==> config.mk <==
export PLATFORM = sky130hd
export DESIGN_NAME = sid_top
export DESIGN_NICKNAME = d
export VERILOG_FILES = /design/src/rtl/sid_pkg.sv /design/src/rtl/sid_top.sv
export SDC_FILE = /design/constraint.sdc
export NUM_CORES = 1
export LEC_CHECK = 0
export BUFFER_PORTS_ARGS = -buffer_cell sky130_fd_sc_hd__buf_2
export CORE_UTILIZATION = 57
export CTS_BUF_LIST = sky130_fd_sc_hd__clkbuf_2
export CTS_CLUSTER_SIZE = 30
export DETAILED_ROUTE_END_ITERATION = 8
export GPL_TIMING_DRIVEN = 0
export HOLD_SLACK_MARGIN = 0.15
export PLACE_DENSITY = 0.88
export SLEW_MARGIN = 40
export SYNTH_ARGS = -nofsm -noshare
export SYNTH_HDL_FRONTEND = slang
export SYNTH_SLANG_ARGS = --single-unit
==> constraint.sdc <==
create_clock -name clk -period 7.6 [get_ports clk]
set_clock_uncertainty 0.2 [all_clocks]
set_input_delay 0.76 -clock clk [delete_from_list [all_inputs] [get_ports clk]]
set_output_delay 0.76 -clock clk [all_outputs]
set_load 0.02 [all_outputs]
==> src/rtl/sid_pkg.sv <==
// shared constants and carriers for the system interrupt and decode block
// assumes a single 40 MHz clock domain and an active-low asynchronous reset
package sid_pkg;
   localparam int SID_CHANNELS = 32;
   localparam int SID_VEC_W = 5;
   localparam int SID_ADDR_W = 24;
   localparam int SID_PERIPHS = 8;
   localparam int SID_REGIONS = 11;
   // interrupt channel assignment
   localparam int CH_LOW_SUPPLY = 0;
   localparam int CH_EXT_PIN = 1;
   localparam int CH_WD_EXPIRY = 2;
   localparam int CH_WD_HALFWAY = 3;
   localparam int CH_SER_ERROR = 4;
   localparam int CH_SER0_RX = 5;
   localparam int CH_SER0_TX = 6;
   localparam int CH_SER1_RX = 7;
   localparam int CH_SER1_TX = 8;
   localparam int CH_PMBUS = 9;
   localparam int CH_CMP_SERBUS = 10;
   localparam int CH_FRONT_END0 = 11;
   localparam int CH_SHORT_TIMER3 = 14;
   localparam int CH_LONG_OVF = 18;
   localparam int CH_CAPTURE1 = 19;
   localparam int CH_RESERVED = 20;
   localparam int CH_CAPTURE0 = 21;
   localparam int CH_COMPARE0 = 22;
   localparam int CH_LIMIT_CLOCK = 23;
   localparam int CH_CONV_DONE = 24;
   localparam int CH_FAULT_MUX = 25;
   localparam int CH_MODULATOR3 = 26;
   localparam int CH_FAULT_PIN = 30;
   localparam int CH_SOFTWARE = 31;
   // address map
   localparam logic [23:0] DEC_REG_BASE = 24'hfff000;
   localparam logic [23:0] DEC_REG_MASK = 24'hffffe0;
   localparam logic [23:0] PERIPH_BASE = 24'hffe000;
   localparam logic [23:0] PERIPH_MASK = 24'hffe000;
   localparam int PERIPH_SEL_LSB = 10;
   localparam int REG_IDX_LSB = 2;
   localparam logic [2:0] REG_FLASH_BASE = 3'h0;
   localparam logic [2:0] REG_ROM_BASE = 3'h1;
   localparam logic [2:0] REG_RAM_BASE = 3'h2;
   localparam logic [2:0] REG_FLASH_SIZE = 3'h3;
   localparam logic [2:0] REG_ROM_SIZE = 3'h4;
   localparam logic [2:0] REG_RAM_SIZE = 3'h5;
   localparam logic [2:0] REG_CLOCK_SPEED = 3'h6;
   // power-on map: rom at zero for boot execution
   localparam logic [23:0] RST_ROM_BASE = 24'h000000;
   localparam logic [23:0] RST_FLASH_BASE = 24'h010000;
   localparam logic [23:0] RST_RAM_BASE = 24'h080000;
   localparam logic [3:0] RST_ROM_SIZE = 4'h3;
   localparam logic [3:0] RST_FLASH_SIZE = 4'h6;
   localparam logic [3:0] RST_RAM_SIZE = 4'h3;
   localparam logic [3:0] SIZE_CODE_MAX = 4'he;
   localparam logic [24:0] SIZE_UNIT = 25'h0000400;
   localparam logic [2:0] RST_CLOCK_SPEED = 3'h0;
   // region index for privilege enables
   localparam int RG_FLASH = 0;
   localparam int RG_ROM = 1;
   localparam int RG_RAM = 2;
   localparam int RG_PERIPH0 = 3;

   typedef struct packed {
      logic low_supply_request;
      logic external_pin_request;
      logic watchdog_expiry_request;
      logic watchdog_halfway_request;
      logic serial_error_request;
      logic serial0_receive_request;
      logic serial0_transmit_request;
      logic serial1_receive_request;
      logic serial1_transmit_request;
      logic pmbus_request;
      logic comparator_and_serial_bus_request;
      logic [2:0] front_end_request;
      logic [3:0] short_timer_request;
      logic long_timer_overflow_request;
      logic capture_one_request;
      logic capture_zero_request;
      logic compare_zero_request;
      logic limit_mode_or_clock_request;
      logic conversion_done_request;
      logic fault_mux_request;
      logic [3:0] modulator_request;
      logic fault_pin_request;
      logic software_request;
   } sid_sources_s;

   typedef struct packed {
      logic valid;
      logic write;
      logic privileged;
      logic [23:0] addr;
      logic [31:0] wdata;
   } sid_cpu_access_s;
endpackage

==> src/rtl/sid_top.sv <==
// system module: interrupt channels, memory select decoder, peripheral
// selects and system protection unit in one top
// assumes request sources and the processor access port are synchronous to clk
// Function
// thirty-two independent request inputs; the code has 31, with channel 20 tied low
// per-channel fast or normal level, fast first
// vector gives highest pending channel index
// higher channel number wins precedence
// individual mask per channel
// service routine clears pending request first
// channels 0,1,30,31 fixed sources
// watchdog expiry on channel 2
// watchdog halfway on channel 3
// serial requests on channels 4 to 8
// channels 9 to 13 bus, front ends
// timers reversed 14-17, long timer 18-22
// channels 23,24,25 mode, conversion, fault
// modulators reversed on channels 26 to 29
// configurable flash, rom, ram selects
// power-on map boots from rom
// decoder register access adds wait state
// decoder writes only when privileged
// eight 1 kB peripheral selects, extendable
// privilege checks raise fault or reset
// processor clock speed setting
// pending latched until cleared, masks exclude
`timescale 1ns/1ps
module sid_top
   import sid_pkg::*;
(
   input wire logic clk,
   input wire logic nrst,
   input wire sid_pkg::sid_sources_s sources,
   input wire logic [sid_pkg::SID_CHANNELS-1:0] pending_clear,
   input wire logic [sid_pkg::SID_CHANNELS-1:0] channel_enable,
   input wire logic [sid_pkg::SID_CHANNELS-1:0] fast_select,
   input wire sid_pkg::sid_cpu_access_s cpu,
   input wire logic [sid_pkg::SID_PERIPHS-1:0] periph_extend,
   input wire logic [sid_pkg::SID_REGIONS-1:0] user_allowed,
   input wire logic fault_causes_reset,
   output logic [sid_pkg::SID_CHANNELS-1:0] pending_q,
   output logic fast_request_level_q,
   output logic normal_request_level_q,
   output logic [sid_pkg::SID_VEC_W-1:0] fast_vector_q,
   output logic [sid_pkg::SID_VEC_W-1:0] normal_vector_q,
   output logic flash_select_q,
   output logic rom_select_q,
   output logic ram_select_q,
   output logic [sid_pkg::SID_PERIPHS-1:0] periph_select_q,
   output logic wait_q,
   output logic [31:0] rdata_q,
   output logic access_fault_q,
   output logic reset_request_q,
   output logic [2:0] clock_speed_q
);
   import sid_pkg::*;

   logic [SID_CHANNELS-1:0] raw;
   logic [SID_CHANNELS-1:0] live;
   logic [SID_CHANNELS-1:0] fast_live;
   logic [SID_CHANNELS-1:0] normal_live;
   logic [SID_VEC_W-1:0] fast_vec_d;
   logic [SID_VEC_W-1:0] normal_vec_d;
   logic [23:0] flash_base_q, rom_base_q, ram_base_q;
   logic [3:0] flash_size_q, rom_size_q, ram_size_q;
   logic hit_reg, hit_periph, hit_flash, hit_rom, hit_ram;
   logic [2:0] periph_idx;
   logic [2:0] reg_idx;
   logic need_ext;
   logic first_cycle;
   logic illegal;
   logic [31:0] rdata_d;

   // channel assignment; reversed groups keep the highest unit lowest
   always_comb
   begin
      raw = '0;
      raw[CH_LOW_SUPPLY] = sources.low_supply_request;
      raw[CH_EXT_PIN] = sources.external_pin_request;
      raw[CH_WD_EXPIRY] = sources.watchdog_expiry_request;
      raw[CH_WD_HALFWAY] = sources.watchdog_halfway_request;
      raw[CH_SER_ERROR] = sources.serial_error_request;
      raw[CH_SER0_RX] = sources.serial0_receive_request;
      raw[CH_SER0_TX] = sources.serial0_transmit_request;
      raw[CH_SER1_RX] = sources.serial1_receive_request;
      raw[CH_SER1_TX] = sources.serial1_transmit_request;
      raw[CH_PMBUS] = sources.pmbus_request;
      raw[CH_CMP_SERBUS] = sources.comparator_and_serial_bus_request;
      for (int i = 0; i < 3; i++)
      begin
         raw[CH_FRONT_END0 + i] = sources.front_end_request[i];
      end
      for (int i = 0; i < 4; i++)
      begin
         raw[CH_SHORT_TIMER3 + i] = sources.short_timer_request[3 - i];
         raw[CH_MODULATOR3 + i] = sources.modulator_request[3 - i];
      end
      raw[CH_LONG_OVF] = sources.long_timer_overflow_request;
      raw[CH_CAPTURE1] = sources.capture_one_request;
      raw[CH_RESERVED] = 1'b0;
      raw[CH_CAPTURE0] = sources.capture_zero_request;
      raw[CH_COMPARE0] = sources.compare_zero_request;
      raw[CH_LIMIT_CLOCK] = sources.limit_mode_or_clock_request;
      raw[CH_CONV_DONE] = sources.conversion_done_request;
      raw[CH_FAULT_MUX] = sources.fault_mux_request;
      raw[CH_FAULT_PIN] = sources.fault_pin_request;
      raw[CH_SOFTWARE] = sources.software_request;
   end

   // sticky pending bits; a new request in the clearing cycle survives
   genvar g;
   generate
      for (g = 0; g < SID_CHANNELS; g++)
      begin : g_chan
         always_ff @(posedge clk or negedge nrst)
         begin
            if (!nrst)
            begin
               pending_q[g] <= 1'b0;
            end
            else if (raw[g])
            begin
               pending_q[g] <= 1'b1;
            end
            else if (pending_clear[g])
            begin
               pending_q[g] <= 1'b0;
            end
         end
      end
   endgenerate

   assign live = pending_q & channel_enable;
   assign fast_live = live & fast_select;
   assign normal_live = live & ~fast_select;

   // scan upward so the last hit, the highest channel, is kept
   function automatic logic [SID_VEC_W-1:0] top_channel(input logic [SID_CHANNELS-1:0] v);
      logic [SID_VEC_W-1:0] idx;
      idx = '0;
      for (int i = 0; i < SID_CHANNELS; i++)
      begin
         if (v[i])
         begin
            idx = SID_VEC_W'(i);
         end
      end
      return idx;
   endfunction

   assign fast_vec_d = top_channel(fast_live);
   assign normal_vec_d = top_channel(normal_live);

   always_ff @(posedge clk or negedge nrst)
   begin
      if (!nrst)
      begin
         fast_request_level_q <= 1'b0;
         normal_request_level_q <= 1'b0;
         fast_vector_q <= '0;
         normal_vector_q <= '0;
      end
      else
      begin
         // the core takes the fast level ahead of the normal one
         fast_request_level_q <= |fast_live;
         normal_request_level_q <= |normal_live;
         fast_vector_q <= fast_vec_d;
         normal_vector_q <= normal_vec_d;
      end
   end

   // size code n selects 1 kB << n, clamped at 16 MB
   function automatic logic region_hit(input logic [23:0] a, input logic [23:0] base,
                                       input logic [3:0] code);
      logic [24:0] span;
      logic [23:0] mask;
      span = SIZE_UNIT << ((code > SIZE_CODE_MAX) ? SIZE_CODE_MAX : code);
      mask = ~(span[23:0] - 24'h000001);
      return (a & mask) == (base & mask);
   endfunction

   always_comb
   begin
      hit_reg = (cpu.addr & DEC_REG_MASK) == DEC_REG_BASE;
      hit_periph = !hit_reg && ((cpu.addr & PERIPH_MASK) == PERIPH_BASE);
      hit_flash = !hit_reg && !hit_periph && region_hit(cpu.addr, flash_base_q, flash_size_q);
      hit_rom = !hit_reg && !hit_periph && !hit_flash
                && region_hit(cpu.addr, rom_base_q, rom_size_q);
      hit_ram = !hit_reg && !hit_periph && !hit_flash && !hit_rom
                && region_hit(cpu.addr, ram_base_q, ram_size_q);
      periph_idx = cpu.addr[PERIPH_SEL_LSB +: 3];
      reg_idx = cpu.addr[REG_IDX_LSB +: 3];
      need_ext = hit_reg || (hit_periph && periph_extend[periph_idx]);
      first_cycle = cpu.valid && !wait_q;
      illegal = !(hit_reg || hit_periph || hit_flash || hit_rom || hit_ram);
      if (!cpu.privileged)
      begin
         // user mode checked per region against its enable
         if ((hit_flash && !user_allowed[RG_FLASH]) || (hit_rom && !user_allowed[RG_ROM])
             || (hit_ram && !user_allowed[RG_RAM])
             || (hit_periph && !user_allowed[RG_PERIPH0 + int'(periph_idx)]))
         begin
            illegal = 1'b1;
         end
      end
      case (reg_idx)
         REG_FLASH_BASE: rdata_d = {8'h00, flash_base_q};
         REG_ROM_BASE: rdata_d = {8'h00, rom_base_q};
         REG_RAM_BASE: rdata_d = {8'h00, ram_base_q};
         REG_FLASH_SIZE: rdata_d = {28'h0000000, flash_size_q};
         REG_ROM_SIZE: rdata_d = {28'h0000000, rom_size_q};
         REG_RAM_SIZE: rdata_d = {28'h0000000, ram_size_q};
         REG_CLOCK_SPEED: rdata_d = {29'h00000000, clock_speed_q};
         default: rdata_d = 32'h00000000;
      endcase
   end

   // decoder and clock settings; user writes are dropped silently
   always_ff @(posedge clk or negedge nrst)
   begin
      if (!nrst)
      begin
         flash_base_q <= RST_FLASH_BASE;
         rom_base_q <= RST_ROM_BASE;
         ram_base_q <= RST_RAM_BASE;
         flash_size_q <= RST_FLASH_SIZE;
         rom_size_q <= RST_ROM_SIZE;
         ram_size_q <= RST_RAM_SIZE;
         clock_speed_q <= RST_CLOCK_SPEED;
      end
      else if (first_cycle && cpu.write && cpu.privileged && hit_reg)
      begin
         case (reg_idx)
            REG_FLASH_BASE: flash_base_q <= cpu.wdata[23:0];
            REG_ROM_BASE: rom_base_q <= cpu.wdata[23:0];
            REG_RAM_BASE: ram_base_q <= cpu.wdata[23:0];
            REG_FLASH_SIZE: flash_size_q <= cpu.wdata[3:0];
            REG_ROM_SIZE: rom_size_q <= cpu.wdata[3:0];
            REG_RAM_SIZE: ram_size_q <= cpu.wdata[3:0];
            REG_CLOCK_SPEED: clock_speed_q <= cpu.wdata[2:0];
            default: ;
         endcase
      end
   end

   // one wait state: the core holds its access while wait_q is high
   always_ff @(posedge clk or negedge nrst)
   begin
      if (!nrst)
      begin
         wait_q <= 1'b0;
      end
      else
      begin
         wait_q <= first_cycle && need_ext;
      end
   end

   always_ff @(posedge clk or negedge nrst)
   begin
      if (!nrst)
      begin
         flash_select_q <= 1'b0;
         rom_select_q <= 1'b0;
         ram_select_q <= 1'b0;
         periph_select_q <= '0;
         rdata_q <= '0;
      end
      else
      begin
         flash_select_q <= cpu.valid && hit_flash;
         rom_select_q <= cpu.valid && hit_rom;
         ram_select_q <= cpu.valid && hit_ram;
         for (int i = 0; i < SID_PERIPHS; i++)
         begin
            periph_select_q[i] <= cpu.valid && hit_periph && (periph_idx == 3'(i));
         end
         rdata_q <= (cpu.valid && hit_reg && !cpu.write) ? rdata_d : 32'h00000000;
      end
   end

   // fault flagged once per access, not again in its wait cycle
   always_ff @(posedge clk or negedge nrst)
   begin
      if (!nrst)
      begin
         access_fault_q <= 1'b0;
         reset_request_q <= 1'b0;
      end
      else
      begin
         access_fault_q <= first_cycle && illegal && !fault_causes_reset;
         reset_request_q <= first_cycle && illegal && fault_causes_reset;
      end
   end
endmodule

==> results_dict.tcl, run 1 <==
set metrics [dict create \
    outcome "finished clean" \
    wirelength_mm 30.6 \
    ctsHoldBuffers 103 \
    cts_tree "done" \
    start_kind "register" \
    fin_cells 1557 \
    cts-htree-levels 4 \
    yosysSeqAreaShare 0.450 \
    grt_pass1_wl_mm 46.3 \
    die_h_um 130 \
    fp-row-count 46 \
    synthCells 918 \
    nFillCells 1018 \
    synth_cell_type_count 73 \
    via_per_inst 5.84 \
    post_cts_resize_count 0 \
    boundaryPins 301 \
    slew_violations 0 \
    area_delta_synth_final_pct 32.0 \
    initial_utilization 0.587 \
    place.gp.congestion 0.917 \
    syn-cell-area_um2 9360 \
    max-cap-violations 0 \
    arrival_ns 4.46 \
    crit_type "register to register" \
    period_share 0.530 \
    hold_viol 0 \
    dpl.hpwl_mm 21.6 \
    tightest_slew_ns 0.803 \
    dieArea_um2 16900 \
    synth_edf_count 0 \
    grt_util_met2 0.619 \
    period_needed_ns 4.03 \
    drc 0 \
    tns_ns 0 \
    multi_input_area_um2 4770 \
    wire_per_inst_um 19.6 \
    grt_max_degree 76 \
    grt_usage 0.363 \
    endpoint_kind "register" \
    fmax_mhz 248 \
    yosys.area.top_type "dfrtp_1" \
    final-seq-area_um2 4210 \
    layout-drive-gt1-share 0.333 \
    use_met3 0.0935 \
    dr.pass1.iters 7 \
    synth_ff_type "dfrtp_1" \
    cts_sinks 168 \
    synth.area.top_cells "dfrtp_1 (43%), mux2_2 (8.1%), nor2_1 (3.8%)" \
    synth_seq_cells 168 \
    cts_buffer_depth 2 \
    antenna_found_initial 2 \
    peakVddDrop_v 0.000110 \
    grt-ovfl-total 0 \
    dp.cells 1418 \
    synth.avg_cell_area_um2 10.2 \
    ys_warn_count 0 \
    path_clk_slew_ns 0.27 \
    cts_setup_buffers 0 \
    drt_iter0_drc 767 \
    globalRoute.busiestLayer "met2" \
    final_antenna_net_count 0 \
    insertion_delay_ns 0.76 \
    grt_setup_unrepaired "no" \
    cts_root_buffer "clkbuf_2" \
    nNetsFinal 1541 \
    cts_buffers 17 \
    core-area_um2 15900 \
    power.leakage_nw 6.32 \
    synth_top_area_frac 0.428 \
    hold_path.class "input port to register" \
    powerDensity_nw_per_um2 140 \
    critPathMaxFanout 10 \
    fp.dieW_um 130 \
    grt_pass1_vias 8886 \
    num_vias 9096 \
    use_met1 0.424 \
    reg2reg_slack_ns 3.57 \
    setup_viol 0 \
    synthArstFlopShare 1.00 \
    relSlewSlack 0.465 \
    numPortBuffers 274 \
    cp.required_ns 8.03 \
]
power by group:
group | internal (mW) | switching [mW] | total (mW)
Clock | 0.120 | 0.337 | 0.457
Combinational | 0.158 | 0.190 | 0.347
Sequential | 0.915 | 0.0165 | 0.931
routing by layer:
layer  share of wire  vias up
met2            0.50      544
met5               0        -
li1                -     4068
met3           0.090      115
met4           0.043        0
met1            0.37     4369
flip-flops by register name, indices dropped and copies added, names as in the netlist, 5 cells and up:
name	flops
pending_q	31
flash_base_q	24
rdata_q	24
periph_select_q	8
ram_base_q	24
rom_base_q	24
normal_vector_q	5
fast_vector_q	5
logic make-up after synthesis:
group | Yosys count | synth area share
AO/OA/AOI/OAI | 177 | 0.122
other | 1 | 0.000401
XOR/XNOR | 45 | 0.0421
flip-flops | 168 | 0.450
adder cells (fa/ha/maj) | 9 | 0.0118
multiplexers | 123 | 0.160
AND/OR/NAND/NOR | 309 | 0.170
buffers and inverters | 86 | 0.0435
synthesized netlist by cell type (14+ instances only):
| master | count |
|---|---|
| a21o_1 | 33 |
| mux2_2 | 67 |
| dfrtp_1 | 160 |
| xnor2_1 | 17 |
| xor2_1 | 28 |
| nor2_1 | 95 |
| clkbuf_1 | 24 |
| a21oi_1 | 43 |
| nor3_1 | 17 |
| nand3_1 | 28 |
| and3_1 | 15 |
| inv_1 | 37 |
| mux2_4 | 20 |
| o21ai_0 | 37 |
| nand2_1 | 68 |
| nand3b_1 | 14 |
| mux2i_1 | 28 |
metrics by stage:
step | power, mW | util | hold slack, ns | cell area, um2 | setup slack, ns
after floorplan | 1.09 | - | 0.264 | 9390 | 4.48
after global placement | 1.22 | 0.692 | 0.272 | 11000 | 3.04
after detailed placement | 1.23 | 0.696 | 0.281 | 11100 | 3.74
after CTS | 1.72 | 0.774 | 0.153 | 12300 | 3.72
after global routing | 1.80 | 0.775 | 0.151 | 12400 | 3.34
final | 1.74 | 0.775 | 0.178 | 12400 | 3.57
worst max-delay path, stage by stage (launching register included):
cell and delay [ns]:
dfstp_2 0.60, clkbuf_1 0.35, nor2_1 0.17, nand2_1 0.11, ha_1 0.30, or3b_2 0.47
a21oi_1 0.13, o22ai_1 0.11, nor3_1 0.53, a22oi_1 0.22, a2111oi_0 0.63, nor3b_1 0.11
path summary, 6_finish.rpt:
kind / startpoint / endpoint / cells past startpoint
min: cpu[43] / periph_select_q[6]$_DFF_PN0_ / 3
max reg2reg: rom_size_q[1]$_DFFE_PN1P_ / reset_request_q$_DFF_PN0_ / 11
min reg2reg: flash_base_q[3]$_DFFE_PN0P_ / flash_base_q[3]$_DFFE_PN0P_ / 1
min in group asynchronous: nrst / pending_q[30]$_DFFE_PN0P_ / 3
max in group asynchronous: nrst / rdata_q[9]$_DFF_PN0_ / 5
max: rom_size_q[1]$_DFFE_PN1P_ / reset_request_q$_DFF_PN0_ / 11
cell usage in the layout (no fill, tap or decap), types with 18 or more instances in the layout:
master           n
mux2_2          67
xor2_1          28
a21oi_1         43
clkbuf_1        24
nor2_1          95
mux2i_1         28
nand3_1         28
nand2_1         68
inv_1           37
dfrtp_1        160
a21o_1          33
mux2_4          20
dlygate4sd3_1  104
buf_2          276
clkbuf_2        18
o21ai_0         37
final cells by class:
type	count	area share
Antenna cell	3	0.000608
Buffer	49	0.0217
Tap cell	216	0.0219
Inverter	37	0.0112
Clock buffer	17	0.00689
Timing Repair Buffer	380	0.201
Multi-Input combinational cell	672	0.386
Clock inverter	15	0.0103
Sequential cell	168	0.341
Note: power is estimated with default switching activity, not from simulation.
==> run 2: changes to the inputs <==
--- a/config.mk
+++ b/config.mk
@@ -5,14 +5,15 @@
 export SDC_FILE = /design/constraint.sdc
 export NUM_CORES = 1
 export LEC_CHECK = 0
+export ABC_AREA = 1
 export BUFFER_PORTS_ARGS = -buffer_cell sky130_fd_sc_hd__buf_2
-export CORE_UTILIZATION = 57
+export CORE_UTILIZATION = 48
 export CTS_BUF_LIST = sky130_fd_sc_hd__clkbuf_2
 export CTS_CLUSTER_SIZE = 30
 export DETAILED_ROUTE_END_ITERATION = 8
 export GPL_TIMING_DRIVEN = 0
 export HOLD_SLACK_MARGIN = 0.15
-export PLACE_DENSITY = 0.88
+export PLACE_DENSITY = 0.8
 export SLEW_MARGIN = 40
 export SYNTH_ARGS = -nofsm -noshare
 export SYNTH_HDL_FRONTEND = slang
==> constraint.sdc (replaced) <==
create_clock -name clk -period 3.3 [get_ports clk]
set_clock_uncertainty 0.2 [all_clocks]
set_input_delay 0.33 -clock clk [delete_from_list [all_inputs] [get_ports clk]]
set_output_delay 0.33 -clock clk [all_outputs]
set_load 0.02 [all_outputs]
==> results_dict.tcl, run 2 <==
set metrics [dict create \
    outcome "stopped before the end" \
    haltStage "global routing (5_1_grt)" \
    firstError "[ERROR GRT-0232] Routing congestion too high. Check the congestion heatmap in the GUI." \
    endpoint_type "sequential cell input" \
    dpl.hpwl_mm 21.9 \
    fp-row-count 49 \
    synth_seq_cells 168 \
    yosys.area.top_type "dfrtp_1" \
    grt_usage 0.692 \
    syn-cell-area_um2 8970 \
    netlist_top_cells_count "nand2_1 (329), dfrtp_1 (160), inv_1 (127)" \
    post-synth-top-count-cell "nand2_1" \
    synth_cell_type_count 58 \
    synthArstFlopShare 1.00 \
    synthCells 1145 \
    ys_warn_count 0 \
    cts_root_buffer "clkbuf_2" \
    numPortBuffers 277 \
    place.gp.congestion 0.964 \
    cts-htree-levels 4 \
    synth.area.top_cells "dfrtp_1 (45%), nand2_1 (14%), o21ai_0 (6.0%)" \
    die_h_um 139 \
    cts_sinks 168 \
    fp.dieW_um 139 \
    cts_buffers 17 \
    antenna_found_initial 23 \
    post_cts_resize_count 0 \
    grt-ovfl-total 33 \
    boundaryPins 301 \
    yosysSeqAreaShare 0.470 \
    dp.cells 1661 \
    synth.avg_cell_area_um2 7.84 \
    grt_max_degree 77 \
    cts_buffer_depth 2 \
    synth_edf_count 0 \
    crit_endpoint "fast_request_level_q$_DFF_PN0_/D" \
    initial_utilization 0.494 \
    synth_ff_type "dfrtp_1" \
    synth_top_area_frac 0.446 \
]
[run 2: changes by cell type after synthesis, moves of 13 or more]
cell / previous run / this run
inv_1: 37 / 127
mux2_2: 67 / 0
a21oi_1: 43 / 22
nand2_1: 68 / 329
a31oi_1: 10 / 25
nand3_1: 28 / 41
mux2i_1: 28 / 0
o21ai_0: 37 / 107
a21o_1: 33 / 0
o21bai_1: 2 / 34
and3_1: 15 / 0
mux2_4: 20 / 0
[run 2: layer usage]
layer | global-route usage | GRT overflow
met2 | 0.832 | 19
met4 | 0.524 | 6
met1 | 0.727 | 5
met5 | 0.358 | 0
met3 | 0.604 | 3
[run 2: per-stage QoR]
| stage | util | hold slack, ns | worst slack [ns] | cell area (um2) | setup TNS (ns) |
|---|---|---|---|---|---|
| 4_1_cts | 0.757 | 0.151 | 0.0862 | 13700 | 0 |
| 3_5_place_dp | 0.592 | 0.00917 | 0.330 | 10700 | 0 |
| 3_3_place_gp | 0.588 | 0.266 | -0.866 | 10700 | -135.77 |
| 2_1_floorplan | - | -0.166 | 0.661 | 9000 | 0 |
[run 2: kinds of logic after synthesis]
kind of cell,after synthesis,synth area share
simple gates,527,0.244
compound gates,234,0.161
buf+inv,174,0.0814
flops,168,0.470
xor+xnor,33,0.0322
fa+ha+maj,8,0.0112
other cells,1,0.000418
[run 2: what timing repair did]
item,CTS
hold buffers,277
buffers inserted,0
endpoints found under the hold margin,334
==> run 3: changes to the inputs <==
--- a/config.mk
+++ b/config.mk
@@ -7,13 +7,10 @@
 export LEC_CHECK = 0
 export ABC_AREA = 1
 export BUFFER_PORTS_ARGS = -buffer_cell sky130_fd_sc_hd__buf_2
-export CORE_UTILIZATION = 48
-export CTS_BUF_LIST = sky130_fd_sc_hd__clkbuf_2
-export CTS_CLUSTER_SIZE = 30
+export CORE_UTILIZATION = 40
 export DETAILED_ROUTE_END_ITERATION = 8
 export GPL_TIMING_DRIVEN = 0
-export HOLD_SLACK_MARGIN = 0.15
-export PLACE_DENSITY = 0.8
+export PLACE_DENSITY_LB_ADDON = 0.15
 export SLEW_MARGIN = 40
 export SYNTH_ARGS = -nofsm -noshare
 export SYNTH_HDL_FRONTEND = slang
==> constraint.sdc (replaced) <==
create_clock -name clk -period 4.3 [get_ports clk]
set_clock_uncertainty 0.2 [all_clocks]
set_input_delay 0.43 -clock clk [delete_from_list [all_inputs] [get_ports clk]]
set_output_delay 0.43 -clock clk [all_outputs]
set_load 0.02 [all_outputs]
==> results_dict.tcl, run 3 <==
set metrics [dict create \
    outcome "finished clean" \
    yosys.area.top_type "dfrtp_1" \
    cts_tree "done" \
    power_frac_comb 0.143 \
    syn-cell-area_um2 8970 \
    fmax_mhz 328 \
    path_clk_slew_ns 0.07 \
    finalInstanceArea_um2 12100 \
    endpoint_kind "register" \
    grt_setup_unrepaired "no" \
    via_per_inst 4.96 \
    slew_violations 0 \
    dp.cells 1712 \
    cts_buffers 17 \
    yosysSeqAreaShare 0.470 \
    synth_cell_type_count 58 \
    nFillCells 2101 \
    synth.avg_cell_area_um2 7.84 \
    crit_family "simple AND/OR/NAND/NOR gates" \
    power.leakage_nw 6.11 \
    switching_share 0.279 \
    fin_cells 1808 \
    die_h_um 152 \
    antenna_found_initial 0 \
    p_sw_mw 1.06 \
    dpl.hpwl_mm 22.2 \
    largest_reg_flops 31 \
    place_ws_ns 1.26 \
    cp.required_ns 4.42 \
    critPathMaxFanout 9 \
    synth_seq_cells 168 \
    crit_path_frequent_cell "nand2_1" \
    cts_sinks 168 \
    grt_pass1_vias 8481 \
    internal_power_mw 2.72 \
    relSlewSlack 0.535 \
    wirelength_mm 29.3 \
    dieArea_um2 23000 \
    synth_top_area_frac 0.446 \
    cts_root_buffer "clkbuf_16" \
    area_delta_synth_final_pct 34.5 \
    wire_per_inst_um 16.2 \
    synthArstFlopShare 1.00 \
    hold_ws_ns 0.0591 \
    grt_max_degree 74 \
    arrival_ns 3.18 \
    antenna_cells 0 \
    post-synth-top-count-cell "nand2_1" \
    initial_utilization 0.410 \
    peakVddDrop_v 0.000207 \
    layout_common_cells "nand2_1 (329), buf_2 (286), dfrtp_1 (160)" \
    place.gp.congestion 0.941 \
    cts-htree-levels 4 \
    tightest_slew_ns 0.697 \
    p_seq_frac 0.434 \
    ys_warn_count 0 \
    cp_slowest_stage_delay_ns 0.39 \
    hold_viol 0 \
    grt-ovfl-total 0 \
    nNetsFinal 1731 \
    boundaryPins 301 \
    layout-drive-gt1-share 0.245 \
    num_vias 8966 \
    fin_ws_ns 1.25 \
    largest-register "pending_q" \
    start_kind "register" \
    period_share 0.710 \
    cpMaxStageDelayCell "a221oi_1" \
    synth.area.top_cells "dfrtp_1 (45%), nand2_1 (14%), o21ai_0 (6.0%)" \
    hold_path.class "input port to register" \
    grt_usage 0.256 \
    drc 0 \
    numPortBuffers 277 \
    grt_pass1_wl_mm 44.0 \
    powerDensity_nw_per_um2 313 \
    period_needed_ns 3.05 \
    insertion_delay_ns 0.44 \
    dpl_cell_area_um2 10800 \
    netlist_top_cells_count "nand2_1 (329), dfrtp_1 (160), inv_1 (127)" \
    cts_buffer_depth 2 \
    setup_viol 0 \
    dr.pass1.iters 5 \
    post_cts_resize_count 0 \
    layout_commonest_cell "nand2_1" \
    synth_ff_type "dfrtp_1" \
    synth_edf_count 0 \
    critical_path_buf_inv_count 2 \
    drt_iter0_drc 518 \
    synthCells 1145 \
    pwr-share-clk 0.423 \
    core-area_um2 21900 \
    fp.dieW_um 152 \
    critical_path.cell_chain "buf_6 -> nor4_1 -> inv_1 -> ha_1 -> nand2_4 -> xnor2_1 -> o22ai_1 -> a221oi_1 -> a31oi_1 -> and2_1 -> nand2_2 -> nor2_2 -> o21bai_2 -> nand2_1 -> nand2_1 -> nor2_1" \
    fp-row-count 54 \
    final_antenna_net_count 0 \
    crit_type "register to register" \
    max-cap-violations 0 \
]
run 3: logic make-up (layout without fill, tap and decap cells):
family          count (synthesis)  count (layout)  synth area share
simple gates                  527             527             0.244
compound gates                234             234             0.161
buf+inv                       174             549            0.0814
flops                         168             168             0.470
xor+xnor                       33              33            0.0322
fa+ha+maj                       8               8            0.0112
other cells                     1               9          0.000418
run 3: area by class of cell:
cell class | count | area [um2] | area share
buffer | 43 | 239 | 0.0198
clock buffer | 17 | 425 | 0.0352
clock inverter | 15 | 184 | 0.0152
inverter | 131 | 492 | 0.0407
multi-input combinational | 811 | 4070 | 0.337
sequential | 168 | 4210 | 0.349
tap | 280 | 350 | 0.0290
timing repair buffer | 343 | 2090 | 0.173
run 3: per-stage QoR:
stage / utilization / power (mW) / setup TNS [ns]
after global placement: 0.491 / 2.15 / -23.51
after floorplan: - / 1.91 / 0
after detailed placement: 0.493 / 2.16 / 0
final: 0.551 / 3.78 / 0
after CTS: 0.551 / 3.82 / 0
after global routing: 0.551 / 3.95 / 0
run 3: worst register-to-register path, cell delays in order, from the launching register on:
cell and delay [ns]:
dfrtp_1 0.37, buf_6 0.15, nor4_1 0.33, inv_1 0.10, ha_1 0.26, nand2_4 0.12
xnor2_1 0.13, o22ai_1 0.10, a221oi_1 0.39, a31oi_1 0.20, and2_1 0.18, nand2_2 0.07
nor2_2 0.04, o21bai_2 0.11, nand2_1 0.05, nand2_1 0.10, nor2_1 0.05
run 3: path summary, 6_finish.rpt:
path | slack [ns] | cells after the start | to | startpoint
max | 1.25 | 16 | access_fault_q$_DFF_PN0_ | flash_size_q[3]$_DFFE_PN0P_
min | 0.06 | 3 | ram_base_q[19]$_DFFE_PN1P_ | cpu[19]
max reg2reg | 1.25 | 16 | access_fault_q$_DFF_PN0_ | flash_size_q[3]$_DFFE_PN0P_
min reg2reg | 0.29 | 2 | ram_base_q[6]$_DFFE_PN0P_ | ram_base_q[6]$_DFFE_PN0P_
max in group asynchronous | 2.92 | 3 | ram_base_q[19]$_DFFE_PN1P_ | nrst
min in group asynchronous | 0.26 | 2 | pending_q[24]$_DFFE_PN0P_ | nrst
run 3: repair_timing:
action	in CTS	in global routing
hold buffers	64	0
buffers inserted	0	0
hold endpoints to repair	66	0
run 3: per-layer routing:
layer  global-route usage  part of all wire  vias up
li1                     -                 -     4448
met1                0.316              0.42     4156
met2                0.440              0.49      320
met3               0.0506             0.068       42
met4               0.0990             0.027        0
met5                    0                 0        -
run 3: power by group through the flow:
| stage | combinational, mW | clock (mW) | sequential [mW] |
|---|---|---|---|
| 6_report | 0.541 | 1.60 | 1.64 |
| 4_1_cts | 0.542 | 1.64 | 1.64 |
| 5_1_grt | 0.609 | 1.70 | 1.64 |
| 3_3_place_gp | 0.478 | 0 | 1.67 |
| 3_5_place_dp | 0.488 | 0 | 1.67 |
| 2_1_floorplan | 0.208 | 0 | 1.71 |
==> run 4: changes to the inputs <==
==> constraint.sdc (replaced) <==
create_clock -name clk -period 2.8 [get_ports clk]
set_clock_uncertainty 0.2 [all_clocks]
set_input_delay 0.28 -clock clk [delete_from_list [all_inputs] [get_ports clk]]
set_output_delay 0.28 -clock clk [all_outputs]
set_load 0.02 [all_outputs]
==> results_dict.tcl, run 4 (synthesized netlist as in run 3, its figures left out) <==
set metrics [dict create \
    insertion_delay_ns 0.44 \
    cts_root_buffer "clkbuf_16" \
    largest-register "pending_q" \
    nFillCells 2036 \
    hold_ws_ns 0.0196 \
    layout-drive-gt1-share 0.258 \
    violations "negative setup slack" \
    cp.required_ns 2.97 \
    place_ws_ns -0.215 \
    endpoint_kind "register" \
    hold_path.class "input port to register" \
    antenna_found_initial 1 \
    period_share 1.00 \
    path_clk_slew_ns 0.07 \
    worst-r2r-cell-count 18 \
    relSlewSlack 0.530 \
    fp.dieW_um 152 \
    fp-row-count 54 \
    reg2reg_slack_ns -0.008 \
    period_needed_ns 2.81 \
    die_h_um 152 \
    hold_viol 0 \
    drt_iter0_drc 584 \
    grt_max_degree 74 \
    total_power_mw 5.86 \
    grt_setup_unrepaired "yes" \
    via_per_inst 5.00 \
    place.gp.congestion 0.941 \
    numPortBuffers 277 \
    largest_reg_flops 31 \
    tightest_slew_ns 0.705 \
    grt_pass1_vias 8760 \
    grt_usage 0.264 \
    cts_tree "done" \
    start_kind "register" \
    reg2reg_from "flash_size_q[1]$_DFFE_PN1P_" \
    hold_depth 4 \
    cts_sinks 168 \
    nNetsFinal 1779 \
    boundaryPins 301 \
    num_vias 9282 \
    slew_violations 0 \
    dieArea_um2 23000 \
    area_delta_synth_final_pct 40.6 \
    cts-htree-levels 4 \
    dpl.hpwl_mm 22.2 \
    wire_per_inst_um 16.2 \
    arrival_ns 2.98 \
    crit_type "register to register" \
    wirelength_mm 30.1 \
    r2r_end "reset_request_q$_DFF_PN0_" \
    cts_buffers 17 \
    critPathMaxFanout 8 \
    min_to "fast_request_level_q$_DFF_PN0_" \
    core-area_um2 21900 \
    grt-ovfl-total 0 \
    layout_common_cells "nand2_1 (328), buf_2 (285), dfrtp_1 (160)" \
    final_antenna_net_count 0 \
    fmax_mhz 356 \
    hp-start "fast_select[0]" \
    layout_commonest_cell "nand2_1" \
    powerDensity_nw_per_um2 464 \
    cts_buffer_depth 2 \
    drc 0 \
    grt_pass1_wl_mm 45.5 \
    peakVddDrop_v 0.000295 \
    startpoint "flash_size_q[1]$_DFFE_PN1P_" \
    max-cap-violations 0 \
    power.leakage_nw 6.35 \
    outcome "finished, violations left" \
    dr.pass1.iters 5 \
    initial_utilization 0.410 \
    fin_ws_ns -0.00756 \
    setup_viol 2 \
]
[run 4: changes by cell type in the layout (fill, tap and decap cells not counted), sizes merged]
cell         previous run  this run
buf                   304       321
diode                   0         2
dlygate4sd3            64        95
[run 4: where the power goes]
| part | switching, mW | internal (mW) |
|---|---|---|
| Sequential | 0.0418 | 2.48 |
| Combinational | 0.485 | 0.384 |
| Clock | 1.12 | 1.35 |
[run 4: repair_timing]
item | CTS | global route
setup buffers | 11 | 7
endpoints found under the hold margin | 260 | 0
resized for setup | 19 | 4
pin swaps | 11 | 11
endpoints found under the setup margin | 2 | 2
hold buffers | 95 | 0
[run 4: layout make-up]
type                    instances  area [um2]  area share
diodes                          2        5.00    0.000397
plain buffers                  42         234      0.0185
clock buffers                  17         425      0.0337
clock inverters                15         184      0.0146
inverters                     131         492      0.0390
multi-input cells             811        4160       0.330
flip-flops and latches        168        4210       0.334
well taps                     280         350      0.0278
repair buffers                392        2550       0.202
[run 4: routing by layer]
layer / routed length, um / share of wire / up-vias / track usage
met5: 0 / 0 / - / 0
met1: 12300 / 0.41 / 4325 / 0.322
li1: - / - / 4557 / -
met3: 2060 / 0.068 / 52 / 0.0524
met4: 895 / 0.030 / 0 / 0.107
met2: 14800 / 0.49 / 348 / 0.453
[run 4: through the flow]
stage               TNS [ns]  utilization  instance area [um2]  cells
global placement     -244.99        0.491                10700   1710
global route          -0.380        0.576                12600   1857
CTS                        0        0.572                12500   1850
finish              -0.00987        0.576                12600   1858
detailed placement     -2.00        0.493                10800   1712
floorplan                  0            -                 9000   1153
[run 4: how the worst max path moves through the flow]
stage                                            end  slack, ns  cells past startpoint
after floorplan             access_fault_q$_DFF_PN0_       0.16                     17
after global placement    ram_base_q[18]$_DFFE_PN0P_      -1.51                      1
after detailed placement    access_fault_q$_DFF_PN0_      -0.21                     15
after CTS                   access_fault_q$_DFF_PN0_      0.003                     16
after global routing       reset_request_q$_DFF_PN0_      -0.20                     14
final                      reset_request_q$_DFF_PN0_     -0.008                     18
[run 4: critical path, cell delays in order, from the launching register on]
cell      delay, ns
dfstp_2        0.37
buf_8          0.13
nor4_4         0.30
inv_2          0.09
buf_4          0.14
buf_4          0.12
buf_4          0.12
buf_4          0.12
buf_4          0.12
o21ai_1        0.14
nor4_2         0.07
a31oi_2        0.20
buf_4          0.15
nand2b_4       0.05
o21ai_2        0.12
o21bai_2       0.06
nand2_1        0.07
nand2_2        0.06
nor2_1         0.10
